### src/rtl/arc_pkg.sv
// Purpose: shared constants for the converter register interface
// Assumes: 8-bit registers, one per aligned 32-bit word
// Notes:   offsets and timing counts named once here
package arc_pkg;
  // ==========================================================
  // register map (byte addresses)
  localparam logic [4:0] OFS_RES_LO = 5'h00;
  localparam logic [4:0] OFS_RES_HI = 5'h04;
  localparam logic [4:0] OFS_CTL0   = 5'h08;
  localparam logic [4:0] OFS_CTL1   = 5'h0C;
  localparam logic [4:0] OFS_CTL2   = 5'h10;
  localparam logic [4:0] OFS_BGAP   = 5'h14;
  // ==========================================================
  // field positions
  localparam int BIT_START   = 7;
  localparam int BIT_BUSY    = 6;
  localparam int BIT_EN      = 5;
  localparam int BIT_ALIGN   = 4;
  localparam int BIT_PGA_EN  = 7;
  localparam int BIT_PGA_IS  = 4;
  localparam int BIT_BGAP_EN = 0;
  // ==========================================================
  // writable masks and reset values
  localparam logic [7:0] MSK_CTL0   = 8'h3F;
  localparam logic [7:0] MSK_CTL1   = 8'hF7;
  localparam logic [7:0] MSK_CTL2   = 8'h9F;
  localparam logic [7:0] MSK_BGAP   = 8'h01;
  localparam logic [7:0] RST_CTL0   = 8'h00;
  localparam logic [7:0] RST_CTL1   = 8'h00;
  localparam logic [7:0] RST_CTL2   = 8'h00;
  localparam logic [7:0] RST_BGAP   = 8'h00;
  localparam logic [11:0] RST_RES   = 12'h000;
  // ==========================================================
  // signal source codes: 0 selects the external channel
  localparam logic [3:0] SRC_EXT    = 4'h0;
  // ==========================================================
  // conversion timing
  localparam int  CONV_BITS         = 12;
  localparam logic [7:0] CLK_DIV_BASE = 8'h02;
  // ==========================================================
  // functions
  function automatic logic [15:0] align_result(input logic [11:0] r, input logic right);
    align_result = right ? {4'h0, r} : {r, 4'h0};
  endfunction
endpackage

### src/rtl/arc_sar.sv
// Purpose: successive-approximation sequencer, one bit per enable
// Assumes: comparator sampled on the converter clock enable
// Notes:   result presented only on completion
`timescale 1ns/1ps
`default_nettype none
module arc_sar
  import arc_pkg::*;
(
  // clock and reset
  input  wire logic        clk_sys,
  input  wire logic        nrst,
  // control
  input  wire logic        tick,
  input  wire logic        go,
  input  wire logic        cmp_hi,
  // status and data
  output logic             busy_ff,
  output logic             done_ff,
  output logic [11:0]      trial_ff,
  output logic [11:0]      res_ff
);
  // ==========================================================
  // state
  logic [3:0]  bit_ff;
  wire  [11:0] one_hot = 12'h001 << bit_ff;
  wire  [11:0] kept    = cmp_hi ? trial_ff : (trial_ff & ~one_hot);
  wire         last    = (bit_ff == 4'h0);

  always_ff @(posedge clk_sys or negedge nrst) begin
    if (!nrst) begin
      busy_ff  <= 1'b0;
      done_ff  <= 1'b0;
      bit_ff   <= 4'h0;
      trial_ff <= 12'h000;
      res_ff   <= RST_RES;
    end else begin
      done_ff <= 1'b0;
      if (go && !busy_ff) begin
        busy_ff  <= 1'b1;
        bit_ff   <= 4'(CONV_BITS - 1);
        trial_ff <= 12'h800;
      end else if (busy_ff && tick) begin
        if (last) begin
          busy_ff <= 1'b0;
          done_ff <= 1'b1;
          res_ff  <= kept; // RL16
        end else begin
          bit_ff   <= bit_ff - 4'h1;
          trial_ff <= kept | (one_hot >> 1);
        end
      end
    end
  end
endmodule
`default_nettype wire

### src/rtl/arc_top.sv
// Purpose: register interface of a 12-bit SAR converter
// Assumes: Avalon-MM slave, 32-bit words, 8-bit registers
// Notes:   analog front end is outside; selections and the dac_trial code leave here
//
// Overview of operation
// RL1 - read-only 12-bit result in two bytes
// RL2 - align bit selects left or right result
// RL3 - unused result bits read zero
// RL4 - disabled converter keeps result unchanged
// RL5 - start at bit 7, busy at 6
// RL6 - external channel select in bits 3:0
// RL7 - clock select bits 2:0, bit 3 unused
// RL8 - signal source select in bits 7:4
// RL9 - one multiplexer feeds the single converter
// RL10 - gain amplifier fields in third control register
// RL11 - bandgap enable at bit 0 only
// RL12 - analog pin loses digital functions
// RL13 - analog pin loses pull-high resistor
// RL14 - internal source disconnects external channel
// RL15 - busy high from start until result
// RL16 - result updates only at completion
//
// Our own choices: the address map and the Avalon-MM slave port.
`timescale 1ns/1ps
`default_nettype none
module arc_top
  import arc_pkg::*;
(
  // clock and reset
  input  wire logic        clk_sys,
  input  wire logic        nrst,
  // avalon-mm slave
  input  wire logic [4:0]  avs_address,
  input  wire logic        avs_read,
  input  wire logic        avs_write,
  input  wire logic [31:0] avs_writedata,
  input  wire logic [3:0]  avs_byteenable,
  output logic [31:0]      avs_readdata,
  output logic             avs_waitrequest,
  output logic [1:0]       avs_response,
  // analog side
  input  wire logic        cmp_in,
  input  wire logic [15:0] pin_analog_sel,
  output logic [11:0]      dac_trial,
  output logic [15:0]      mux_ext_onehot,
  output logic [3:0]       mux_int_sel,
  output logic             mux_ext_on,
  output logic [15:0]      pin_digital_off,
  output logic [15:0]      pin_pullhigh_off,
  output logic             pga_enable,
  output logic             pga_input_sel,
  output logic [1:0]       ref_sel,
  output logic [1:0]       pga_gain_sel,
  output logic             bgap_enable
);
  // ==========================================================
  // registers
  logic [7:0]  ctl0_ff;
  logic [7:0]  ctl1_ff;
  logic [7:0]  ctl2_ff;
  logic [7:0]  bgap_ff;
  logic [11:0] res_ff;
  logic        ack_ff;
  logic        start_ff;
  logic [7:0]  div_ff;
  logic        tick_ff;
  logic        cmp_s1_ff;
  logic        cmp_s2_ff;
  logic [15:0] pin_s1_ff;
  logic [15:0] pin_s2_ff;
  logic        sar_busy;
  logic        sar_done;
  logic [11:0] sar_trial;
  logic [11:0] sar_res;

  // ==========================================================
  // field decode
  wire        en         = ctl0_ff[BIT_EN];
  wire        align_rt   = ctl0_ff[BIT_ALIGN];
  wire [3:0]  fld_chan   = ctl0_ff[3:0]; // RL6
  wire [2:0]  fld_clk    = ctl1_ff[2:0]; // RL7
  wire [3:0]  fld_src    = ctl1_ff[7:4]; // RL8
  wire        fld_pga_en = ctl2_ff[BIT_PGA_EN]; // RL10
  wire        fld_pga_is = ctl2_ff[BIT_PGA_IS];
  wire [1:0]  fld_ref    = ctl2_ff[3:2];
  wire [1:0]  fld_gain   = ctl2_ff[1:0];
  wire        fld_bgap   = bgap_ff[BIT_BGAP_EN]; // RL11

  // ==========================================================
  // bus decode
  wire        req      = avs_read | avs_write;
  wire        wr_go    = avs_write & ack_ff & avs_byteenable[0];
  wire        hit_ctl0 = (avs_address == OFS_CTL0);
  wire        hit_ctl1 = (avs_address == OFS_CTL1);
  wire        hit_ctl2 = (avs_address == OFS_CTL2);
  wire        hit_bgap = (avs_address == OFS_BGAP);
  wire        hit_rlo  = (avs_address == OFS_RES_LO);
  wire        hit_rhi  = (avs_address == OFS_RES_HI);
  wire        mapped   = hit_ctl0 | hit_ctl1 | hit_ctl2 | hit_bgap | hit_rlo | hit_rhi;
  wire [7:0]  wdat     = avs_writedata[7:0];
  wire [15:0] res_view = align_result(res_ff, align_rt); // RL2 RL3
  wire [7:0]  ctl0_rd  = {start_ff, sar_busy, ctl0_ff[5:0]}; // RL5 RL15
  wire [7:0]  rd_byte  = hit_rlo  ? res_view[7:0]  :
                         hit_rhi  ? res_view[15:8] :
                         hit_ctl0 ? ctl0_rd        :
                         hit_ctl1 ? ctl1_ff        :
                         hit_ctl2 ? ctl2_ff        :
                         hit_bgap ? bgap_ff        : 8'h00;
  wire        start_fall = start_ff & wr_go & hit_ctl0 & ~wdat[BIT_START];
  wire        conv_go    = start_fall & en & ~sar_busy;

  // ==========================================================
  // bus answer, one wait state, answer on the second edge
  always_ff @(posedge clk_sys or negedge nrst) begin
    if (!nrst) begin
      ack_ff <= 1'b0;
    end else begin
      ack_ff <= req & ~ack_ff;
    end
  end

  always_ff @(posedge clk_sys or negedge nrst) begin
    if (!nrst) begin
      avs_waitrequest <= 1'b1;
    end else begin
      avs_waitrequest <= ~(req & ~ack_ff);
    end
  end

  always_ff @(posedge clk_sys or negedge nrst) begin
    if (!nrst) begin
      avs_readdata <= 32'h0000_0000;
    end else begin
      avs_readdata <= {24'h00_0000, rd_byte};
    end
  end

  always_ff @(posedge clk_sys or negedge nrst) begin
    if (!nrst) begin
      avs_response <= 2'h0;
    end else begin
      avs_response <= mapped ? 2'h0 : 2'h2;
    end
  end

  // ==========================================================
  // control registers
  always_ff @(posedge clk_sys or negedge nrst) begin
    if (!nrst) begin
      ctl0_ff  <= RST_CTL0;
      start_ff <= 1'b0;
    end else if (wr_go && hit_ctl0) begin
      ctl0_ff  <= wdat & MSK_CTL0; // RL6
      start_ff <= wdat[BIT_START]; // RL5
    end
  end

  always_ff @(posedge clk_sys or negedge nrst) begin
    if (!nrst) begin
      ctl1_ff <= RST_CTL1;
    end else if (wr_go && hit_ctl1) begin
      ctl1_ff <= wdat & MSK_CTL1; // RL7 RL8
    end
  end

  always_ff @(posedge clk_sys or negedge nrst) begin
    if (!nrst) begin
      ctl2_ff <= RST_CTL2;
    end else if (wr_go && hit_ctl2) begin
      ctl2_ff <= wdat & MSK_CTL2; // RL10
    end
  end

  always_ff @(posedge clk_sys or negedge nrst) begin
    if (!nrst) begin
      bgap_ff <= RST_BGAP;
    end else if (wr_go && hit_bgap) begin
      bgap_ff <= wdat & MSK_BGAP; // RL11
    end
  end

  // ==========================================================
  // converter clock divider
  wire [7:0] div_top = CLK_DIV_BASE << fld_clk; // RL7
  wire       div_end = (div_ff >= div_top - 8'h01);
  // restart at each start so the first trial settles before its tick
  always_ff @(posedge clk_sys or negedge nrst) begin
    if (!nrst) begin
      div_ff  <= 8'h00;
      tick_ff <= 1'b0;
    end else if (conv_go || !en) begin
      div_ff  <= 8'h00;
      tick_ff <= 1'b0;
    end else begin
      div_ff  <= div_end ? 8'h00 : div_ff + 8'h01;
      tick_ff <= div_end;
    end
  end

  // ==========================================================
  // input synchronisers
  always_ff @(posedge clk_sys or negedge nrst) begin
    if (!nrst) begin
      cmp_s1_ff <= 1'b0;
      cmp_s2_ff <= 1'b0;
    end else begin
      cmp_s1_ff <= cmp_in;
      cmp_s2_ff <= cmp_s1_ff;
    end
  end

  always_ff @(posedge clk_sys or negedge nrst) begin
    if (!nrst) begin
      pin_s1_ff <= 16'h0000;
      pin_s2_ff <= 16'h0000;
    end else begin
      pin_s1_ff <= pin_analog_sel;
      pin_s2_ff <= pin_s1_ff;
    end
  end

  // ==========================================================
  // sequencer, start on the falling edge of start while enabled
  arc_sar u_sar (
    .clk_sys  (clk_sys),
    .nrst     (nrst),
    .tick     (tick_ff),
    .go       (conv_go),
    .cmp_hi   (cmp_s2_ff),
    .busy_ff  (sar_busy),
    .done_ff  (sar_done),
    .trial_ff (sar_trial),
    .res_ff   (sar_res)
  );

  // ==========================================================
  // result register, loaded at completion only

  always_ff @(posedge clk_sys or negedge nrst) begin
    if (!nrst) begin
      res_ff <= RST_RES;
    end else if (sar_done && en) begin
      res_ff <= sar_res; // RL1 RL4 RL16
    end
  end

  // ==========================================================
  // analog routing
  wire        ext_on  = (fld_src == SRC_EXT); // RL14
  wire [15:0] ext_hot = ext_on ? (16'h0001 << fld_chan) : 16'h0000; // RL9
  always_ff @(posedge clk_sys or negedge nrst) begin
    if (!nrst) begin
      dac_trial <= 12'h000;
    end else begin
      dac_trial <= sar_trial;
    end
  end

  always_ff @(posedge clk_sys or negedge nrst) begin
    if (!nrst) begin
      mux_ext_onehot <= 16'h0000;
      mux_int_sel    <= 4'h0;
      mux_ext_on     <= 1'b0;
    end else begin
      mux_ext_onehot <= ext_hot; // RL9 RL14
      mux_int_sel    <= fld_src; // RL8
      mux_ext_on     <= ext_on; // RL14
    end
  end

  always_ff @(posedge clk_sys or negedge nrst) begin
    if (!nrst) begin
      pin_digital_off  <= 16'h0000;
      pin_pullhigh_off <= 16'h0000;
    end else begin
      pin_digital_off  <= pin_s2_ff; // RL12
      pin_pullhigh_off <= pin_s2_ff; // RL13
    end
  end

  // ==========================================================
  // gain amplifier and bandgap copies
  always_ff @(posedge clk_sys or negedge nrst) begin
    if (!nrst) begin
      pga_enable    <= 1'b0;
      pga_input_sel <= 1'b0;
      ref_sel       <= 2'h0;
      pga_gain_sel  <= 2'h0;
    end else begin
      pga_enable    <= fld_pga_en; // RL10
      pga_input_sel <= fld_pga_is;
      ref_sel       <= fld_ref;
      pga_gain_sel  <= fld_gain;
    end
  end

  always_ff @(posedge clk_sys or negedge nrst) begin
    if (!nrst) begin
      bgap_enable <= 1'b0;
    end else begin
      bgap_enable <= fld_bgap; // RL11
    end
  end
endmodule
`default_nettype wire

### config.mk
export PLATFORM = sky130hd
export DESIGN_NAME = arc_top
export DESIGN_NICKNAME = d
export VERILOG_FILES = /design/src/rtl/arc_pkg.sv /design/src/rtl/arc_sar.sv /design/src/rtl/arc_top.sv
export SDC_FILE = /design/constraint.sdc
export NUM_CORES = 1
export LEC_CHECK = 0
export ABC_CLOCK_PERIOD_IN_PS = 2000
export BUFFER_PORTS_ARGS = -buffer_cell sky130_fd_sc_hd__buf_2
export CAP_MARGIN = 20
export CORE_MARGIN = 2
export CORE_UTILIZATION = 30
export DETAILED_ROUTE_END_ITERATION = 7
export HOLD_SLACK_MARGIN = 0.02
export PLACE_DENSITY = 0.53
export SLEW_MARGIN = 20
export SYNTH_ARGS = -nofsm -noshare
export SYNTH_HDL_FRONTEND = slang
export SYNTH_SLANG_ARGS = --single-unit
### constraint.sdc
create_clock -name clk_sys -period 2 [get_ports clk_sys]
set_clock_uncertainty 0.05 [all_clocks]
set_input_delay 0.1 -clock clk_sys [delete_from_list [all_inputs] [get_ports clk_sys]]
set_output_delay 0.1 -clock clk_sys [all_outputs]
set_load 0.01 [all_outputs]
==> flow_summary.ini, run 1 <==
[power_and_ir_drop]
peakVddDrop_v = 0.000593
p_leak_nw = 4.00
power.density_nw_per_um2 = 877

[clocking]
cts_root_buffer = clkbuf_16
cts_tree = built
clkTransAtPathRegs_ns = 0.07
htree_levels = 4
cts_buffer_depth = 2
clk_latency_ns = 0.42
clock-sinks = 173
cts_buffers = 17
postCtsSetupRepairBufs = 0

[critical_path]
cp_slowest_cell = dfrtp_2
crit_family = compound AO/OA/AOI/OAI gates
critical_path_class = flop to flop
path_cells = buf_4, a21oi_1, ha_1, nand3_1, nand2_1, o2111a_2, nor4b_2
max_stage_delay_ns = 0.44
r2r_setup_slack_ns = 0.1
cp.required_ns = 2.28
crit_path_end_kind = flop
crit_arrival_ns = 2.18
critPathMaxFanout = 8
start_kind = flop
critPathBufInv = 1

[floorplan]
die_area_sq_um = 23900
std_cell_rows = 55
core_sq_um = 22400
die_h_microns = 155
die_w_microns = 155
io_pins = 169
initial_core_util = 0.303

[finish]
final_net_count = 759
fill_cells = 2159
area.growth.synth_to_final_pct = 25.6
final_cell_mix = dfrtp_1, buf_2, nand2_1
num_antenna_cells = 0
drive_above_1_share = 0.320
layout_commonest_cell = dfrtp_1
fin_area_sq_um = 8540

[grt]
grt_max_degree = 65
grtUsageMet2 = 0.197
grt.busiest_layer = met2
grt_overflow_total = 0
grt_use_total = 0.126
gr-usage-met3 = 0.0283
antenna_found_initial = 0
met1_usage = 0.169
grt_pass1_wl_microns = 23700
grt_pass1_vias = 4488

[timing]
finalCriticalPeriod_ns = 1.90
drv_slew = 0
slew-limit-headroom = 0.593
fin_setup_tns_ns = 0
fin_crit_sh = 0.950
worst_pin_slew_ns = 0.611
setup_violations = 0
max_freq_mhz = 526
hold_viol = 0
rsz0062_at_grt = no

[yosys]
synth_area_sq_um = 6800
synth-edff-count = 0
async_reset_ff_frac = 1.00
syn_inst = 530
ys_types = 63
ys_seq_elements = 173
synthFlopType = dfrtp_1
ys_warn_count = 0
ys_seq_area_frac = 0.637
syn_avg_cell_area_sq_um = 12.8

[routing]
drc = 0
vias = 4308
wirelength_microns = 14300
drt-vias-per-instance = 4.39
wl_per_cell_microns = 14.6
firstDrtPassIters = 4
ant_nets = 0
drtIter0Drc = 236

[run]
cap_violations = 0

[place]
dp_hpwl_microns = 10500
placed_area_sq_um = 7630
port-buffer-count = 116
routabilityCongestion = 0.824

[hold_path]
hold_path_class = input pin to flop

[run_status]
status = completed
[power by group]
| part | switching (mW) | leakage (nW) | internal, mW |
|---|---|---|---|
| clock | 1.45 | 0.278 | 1.76 |
| sequential | 0.0965 | 2.12 | 3.64 |
| combinational | 0.308 | 1.60 | 0.226 |
| total | 1.86 | 4.00 | 5.63 |
[stage by stage]
step	util	std cells	setup slack (ns)	total power, mW	hold slack [ns]
2_1_floorplan	-	554	0.139	4.06	-0.246
3_3_place_gp	0.340	918	0.106	4.28	0.0736
3_5_place_dp	0.340	918	0.0163	4.29	0.0833
4_1_cts	0.380	982	0.000502	7.58	0.0456
5_1_grt	0.381	982	0.000704	7.82	0.0704
6_report	0.381	982	0.0994	7.49	0.0662
[path summary, 6_finish.rpt]
kind                                       to  cells past startpoint      startpoint
min in group asynchronous       pin_s2_ff[13]                      2            nrst
setup / recovery                    div_ff[5]                      7      ctl1_ff[2]
setup reg to reg                    div_ff[5]                      7      ctl1_ff[2]
max in group asynchronous     avs_waitrequest                      3            nrst
hold / removal                avs_readdata[5]                      3  avs_address[0]
hold reg to reg            pin_digital_off[9]                      0    pin_s2_ff[9]
[cell type report]
cell class / instances / area [sq um] / area share
Timing Repair Buffer: 168 / 1090 / 0.128
Clock inverter: 15 / 158 / 0.0185
Sequential cell: 173 / 4330 / 0.507
Multi-Input combinational cell: 313 / 2130 / 0.250
Inverter: 11 / 41.3 / 0.00484
Clock buffer: 17 / 425 / 0.0498
Tap cell: 285 / 357 / 0.0418
[cells by family (layout without fill, tap and decap cells)]
logic type               count (synthesis)  after routing  share of synthesized area
buffers and inverters                   68            211                     0.0642
adder cells (fa/ha/maj)                 13             13                     0.0239
multiplexers                            44             44                     0.0719
other                                    1             25                   0.000551
AO/OA/AOI/OAI                           69             69                     0.0673
XOR/XNOR                                 9              9                     0.0116
AND/OR/NAND/NOR                        153            153                      0.124
flip-flops                             173            173                      0.637
[flip-flops by register name (all words and copies together) (netlist names), 4 cells and up]
name             cells
dac_trial           12
ctl2_ff              6
ctl1_ff              7
u_sar.bit_ff         4
div_ff               8
u_sar.trial_ff      12
pin_digital_off     16
pin_s1_ff           16
ctl0_ff              6
res_ff              12
mux_int_sel          4
mux_ext_onehot      16
avs_readdata         8
u_sar.res_ff        12
pin_s2_ff           16
[what timing repair did]
| action | CTS | global route |
|---|---|---|
| gates resized for setup | 0 | 4 |
| hold buffers | 32 | 0 |
| endpoints found under the setup margin | 0 | 7 |
| hold endpoints to repair | 99 | 0 |
[tightest hold or removal path: cells and delay by family]
family,cells,cell delay [ns]
buf+inv,1,0.18
simple gates,1,0.18
compound gates,1,0.04
[layer usage]
metal  share of wire  vias to the layer above  wire, microns
met4           0.022                        0            313
met1            0.48                     2098           6880
met2            0.46                      123           6520
met5               0                        -              0
li1                -                     2067              -
met3           0.042                       20            607
[synthesized netlist by cell type (4+ instances only)]
cell type,count,area share
buf_4,43,0.047
dfrtp_1,172,0.63
nand2b_1,9,0.0083
mux2_1,11,0.018
mux2_2,28,0.046
clkbuf_1,8,0.0044
inv_1,11,0.0061
nand3_1,13,0.0096
buf_2,4,0.0029
nor2_1,26,0.014
nor3_1,20,0.015
nand2_1,46,0.025
a21oi_1,14,0.010
nor2b_1,6,0.0055
nor4b_2,4,0.0088
a22oi_1,4,0.0044
ha_1,13,0.024
mux2i_1,5,0.0074
xnor2_1,8,0.010
o21ai_0,22,0.016
No activity file was read; power rests on OpenSTA's default activity.
==> run 2, diff against run 1 <==
- BUFFER_PORTS_ARGS: -buffer_cell sky130_fd_sc_hd__buf_2 -> unset
- DONT_BUFFER_PORTS: unset -> 1
- PLACE_DENSITY: 0.53 -> 0.46
==> run 2 against run 1 <==
Net effect:
- the flow now finishes with violations (negative hold slack)
- register-to-register slack improved by 0.03 ns
- non-clock buffer count shrank 120
- sequential power is 1% higher
- critical endpoint is now div_ff[0]
- largest cell class unchanged
- largest power group unchanged
==> flow_summary.ini, run 2 (same netlist as run 1, synthesis figures left out) <==
[hold_path]
hold_path_class = input pin to async pin

[floorplan]
die_h_microns = 155
io_pins = 169
std_cell_rows = 55
die_area_sq_um = 23900
die_w_microns = 155
core_sq_um = 22400
initial_core_util = 0.303

[routing]
drt-vias-per-instance = 4.54
wl_per_cell_microns = 16.2
drtIter0Drc = 250
wirelength_microns = 14000
firstDrtPassIters = 4
vias = 3916
ant_nets = 0
drc = 0

[finish]
final_net_count = 639
layout_commonest_cell = dfrtp_1
fin_area_sq_um = 7900
final_cell_mix = dfrtp_1, nand2_1, dlygate4sd3_1
num_antenna_cells = 0
drive_above_1_share = 0.172
area.growth.synth_to_final_pct = 16.1

[power_and_ir_drop]
p_leak_nw = 3.48
peakVddDrop_v = 0.000414
power.density_nw_per_um2 = 920

[timing]
whs_ns = -0.683
hold_viol = 173
fin_setup_tns_ns = 0
drv_slew = 0
setup_violations = 0
finalCriticalPeriod_ns = 1.87
max_freq_mhz = 534
fin_crit_sh = 0.936

[grt]
antenna_found_initial = 0
grt_max_degree = 174
grt_use_total = 0.123
grt_pass1_wl_microns = 23000
grt_pass1_vias = 4078
grt_overflow_total = 0

[clocking]
cts_tree = built
htree_levels = 4
cts_buffer_depth = 2
cts_root_buffer = clkbuf_16
clk_latency_ns = 0.42
cts_buffers = 17
postCtsSetupRepairBufs = 0
cts_hold_buffers = 35
clkTransAtPathRegs_ns = 0.07
clock-sinks = 173

[place]
port-buffer-count = 0
routabilityCongestion = 0.816
placed_area_sq_um = 6960
dp_hpwl_microns = 9640

[critical_path]
critical_path_class = flop to flop
cp.required_ns = 2.27
critPathMaxFanout = 8
start_kind = flop
crit_arrival_ns = 2.14
crit_path_end_kind = flop

[run_status]
failed_checks = negative hold slack
status = complete, but fails checks

[run]
cap_violations = 0
run 2: cell count changes in the layout (fill, tap and decap cells not counted), sizes merged:
cell | before | now
clkinv | 4 | 3
inv | 18 | 19
buf | 136 | 13
clkinvlp | 3 | 4
dlygate4sd3 | 32 | 35
bufinv | 1 | 0
run 2: critical path, stage by stage (launching register included):
cell	delay (ns)
dfrtp_1	0.45
nor3_2	0.18
ha_1	0.25
a21oi_1	0.13
nor2_1	0.07
o2111a_2	0.33
nor4b_2	0.30
run 2: through the flow:
stage / setup WS, ns / cells / utilization / total power, mW
floorplan: 0.139 / 554 / - / 4.06
global placement: 0.110 / 795 / 0.310 / 4.08
detailed placement: 0.0456 / 795 / 0.310 / 4.08
CTS: 0.0314 / 862 / 0.352 / 7.40
global route: -0.00416 / 862 / 0.352 / 7.59
finish: 0.128 / 862 / 0.352 / 7.27
run 2: final timing paths:
kind,startpoint,to,slack [ns],cells after the start
setup / recovery,ctl1_ff[0],div_ff[0],0.13,6
hold / removal,nrst,pin_digital_off[10],-0.68,0
setup reg to reg,ctl1_ff[0],div_ff[0],0.13,6
hold reg to reg,pin_s2_ff[0],pin_digital_off[0],0.30,0
max in group asynchronous,nrst,start_ff,2.39,0
min in group clk_sys,avs_address[3],bgap_ff[0],0.05,3
run 2: final cells by class:
cell class	instances	area [sq um]
multi-input combinational	313	2140
fill	2185	14500
sequential	173	4330
clock inverter	15	148
timing repair buffer	48	460
inverter	11	41.3
clock buffer	17	425
tap	285	357
run 2: what timing repair did:
action | in CTS | in global routing
setup endpoints to repair | 0 | 6
resized for setup | 0 | 3
endpoints found under the hold margin | 224 | 173
run 2: routing by layer:
metal | global-route usage | wire length, microns | vias up
li1 | - | - | 1829
met2 | 0.188 | 6450 | 116
met1 | 0.166 | 6560 | 1948
met4 | 0.0489 | 327 | 0
met5 | 0 | 0 | -
met3 | 0.0359 | 669 | 23
run 2: power breakdown:
part / internal [mW] / switching [mW] / leakage [nW]
logic: 0.140 / 0.161 / 1.08
clock network: 1.66 / 1.52 / 0.272
registers: 3.64 / 0.148 / 2.12
==> run 3, diff against run 2 <==
- CTS_BUF_LIST: unset -> sky130_fd_sc_hd__clkbuf_4
==> run 3 against run 2 <==
Net effect:
- the run still ends with negative hold slack left
- register-to-register slack worse by 0.04 ns
- non-clock buffer count increased by 25
- worst setup slack got worse by 0.062 ns
- die area is the same
- highest routed layer unchanged
==> flow_summary.ini, run 3 (same netlist as run 1, synthesis figures left out) <==
[grt]
grt_pass1_vias = 4119
antenna_found_initial = 1
grt_max_degree = 174
grt_overflow_total = 0
grt_use_total = 0.123
grt_pass1_wl_microns = 22900

[routing]
ant_nets = 0
drt-vias-per-instance = 4.52
vias = 4018
firstDrtPassIters = 4
drtIter0Drc = 224
wl_per_cell_microns = 15.8
wirelength_microns = 14000
drc = 0

[clocking]
cts_buffer_depth = 2
htree_levels = 4
cts_tree = built
clock-sinks = 173
cts_root_buffer = clkbuf_4
clkTransAtPathRegs_ns = 0.17
clk_latency_ns = 0.56
cts_buffers = 17
cts_hold_buffers = 59

[floorplan]
io_pins = 169
die_area_sq_um = 23900
initial_core_util = 0.303
std_cell_rows = 55
die_w_microns = 155
core_sq_um = 22400
die_h_microns = 155

[timing]
setup_violations = 0
drv_slew = 0
setup_slack_ns = 0.0659
fin_setup_tns_ns = 0
slew-limit-headroom = 0.657
max_freq_mhz = 517
whs_ns = -0.857
worst_pin_slew_ns = 0.515
fin_crit_sh = 0.967
rsz0062_at_grt = no
hold_viol = 173
finalCriticalPeriod_ns = 1.93

[place]
routabilityCongestion = 0.816
dp_hpwl_microns = 9640
post-place-ws_ns = 0.0456
port-buffer-count = 0

[critical_path]
critPathMaxFanout = 5
r2r_start = ack_ff
crit_path_end_kind = flop
rr_worst_depth = 5
cp.required_ns = 2.42
critical_path_class = input pin to flop
crit_arrival_ns = 2.36
r2r_setup_slack_ns = 0.09
start_kind = input pin
reg2reg_to = ctl2_ff[2]

[finish]
final_core_util = 0.351
drive_above_1_share = 0.169
fill_cells = 2201
final_net_count = 664
layout_commonest_cell = dfrtp_1
final_cell_mix = dfrtp_1, dlygate4sd3_1, nand2_1
area.growth.synth_to_final_pct = 15.9

[power_and_ir_drop]
p_leak_nw = 3.51
power.density_nw_per_um2 = 768
finalPower_mw = 6.06
peakVddDrop_v = 0.000352

[run_status]
status = complete, but fails checks
failed_checks = negative hold slack

[run]
cap_violations = 0

[hold_path]
hold_path_class = input pin to async pin
run 3: how the worst max path moves through the flow:
stage	end	startpoint	slack (ns)
after global routing	div_ff[5]	ctl1_ff[0]	0.006
after global placement	div_ff[5]	ctl1_ff[2]	0.11
after floorplan	div_ff[5]	ctl1_ff[2]	0.14
after CTS	div_ff[0]	ctl1_ff[0]	0.009
after detailed placement	div_ff[0]	ctl1_ff[2]	0.05
final	ctl2_ff[2]	avs_address[0]	0.07
run 3: stage by stage:
step / cell area, sq um / std cells / hold WS [ns]
3_3_place_gp: 6960 / 795 / -0.242
3_5_place_dp: 6960 / 795 / -0.242
5_1_grt: 7890 / 888 / -0.937
6_report: 7890 / 888 / -0.857
4_1_cts: 7830 / 886 / -0.923
2_1_floorplan: 6890 / 554 / -0.246
run 3: timing repair:
action	4_1_cts	5_1_grt
hold endpoints to repair	236	173
buffers inserted	0	1
resized for setup	0	11
setup endpoints to repair	0	13
run 3: power by group:
part | leakage, nW | switching, mW | internal, mW
clock network | 0.141 | 1.36 | 0.561
logic | 1.25 | 0.175 | 0.169
registers | 2.12 | 0.149 | 3.64
total | 3.51 | 1.69 | 4.37
run 3: layer usage:
metal / vias up / wire (microns) / global-route usage / share of wire
li1: 1880 / - / - / -
met1: 1986 / 6460 / 0.164 / 0.46
met2: 128 / 6540 / 0.193 / 0.47
met3: 24 / 735 / 0.0373 / 0.052
met4: 0 / 301 / 0.0397 / 0.021
met5: - / 0 / 0 / 0
run 3: worst max-delay path, stage by stage:
cell and delay [ns]:
dlygate4sd3_1 0.66, nor3_4 0.20, and2_4 0.19, nor2b_1 0.17, buf_4 0.16, mux2_1 0.32, dlygate4sd3_1 0.56
run 3: cell type report:
type	instances	area [sq um]	share of cell area
Tap cell	285	357	0.0452
Clock buffer	17	128	0.0162
Multi-Input combinational cell	313	2160	0.274
Antenna cell	1	2.50	0.000317
Sequential cell	173	4330	0.549
Inverter	11	41.3	0.00524
Clock inverter	15	148	0.0187
Timing Repair Buffer	73	716	0.0908
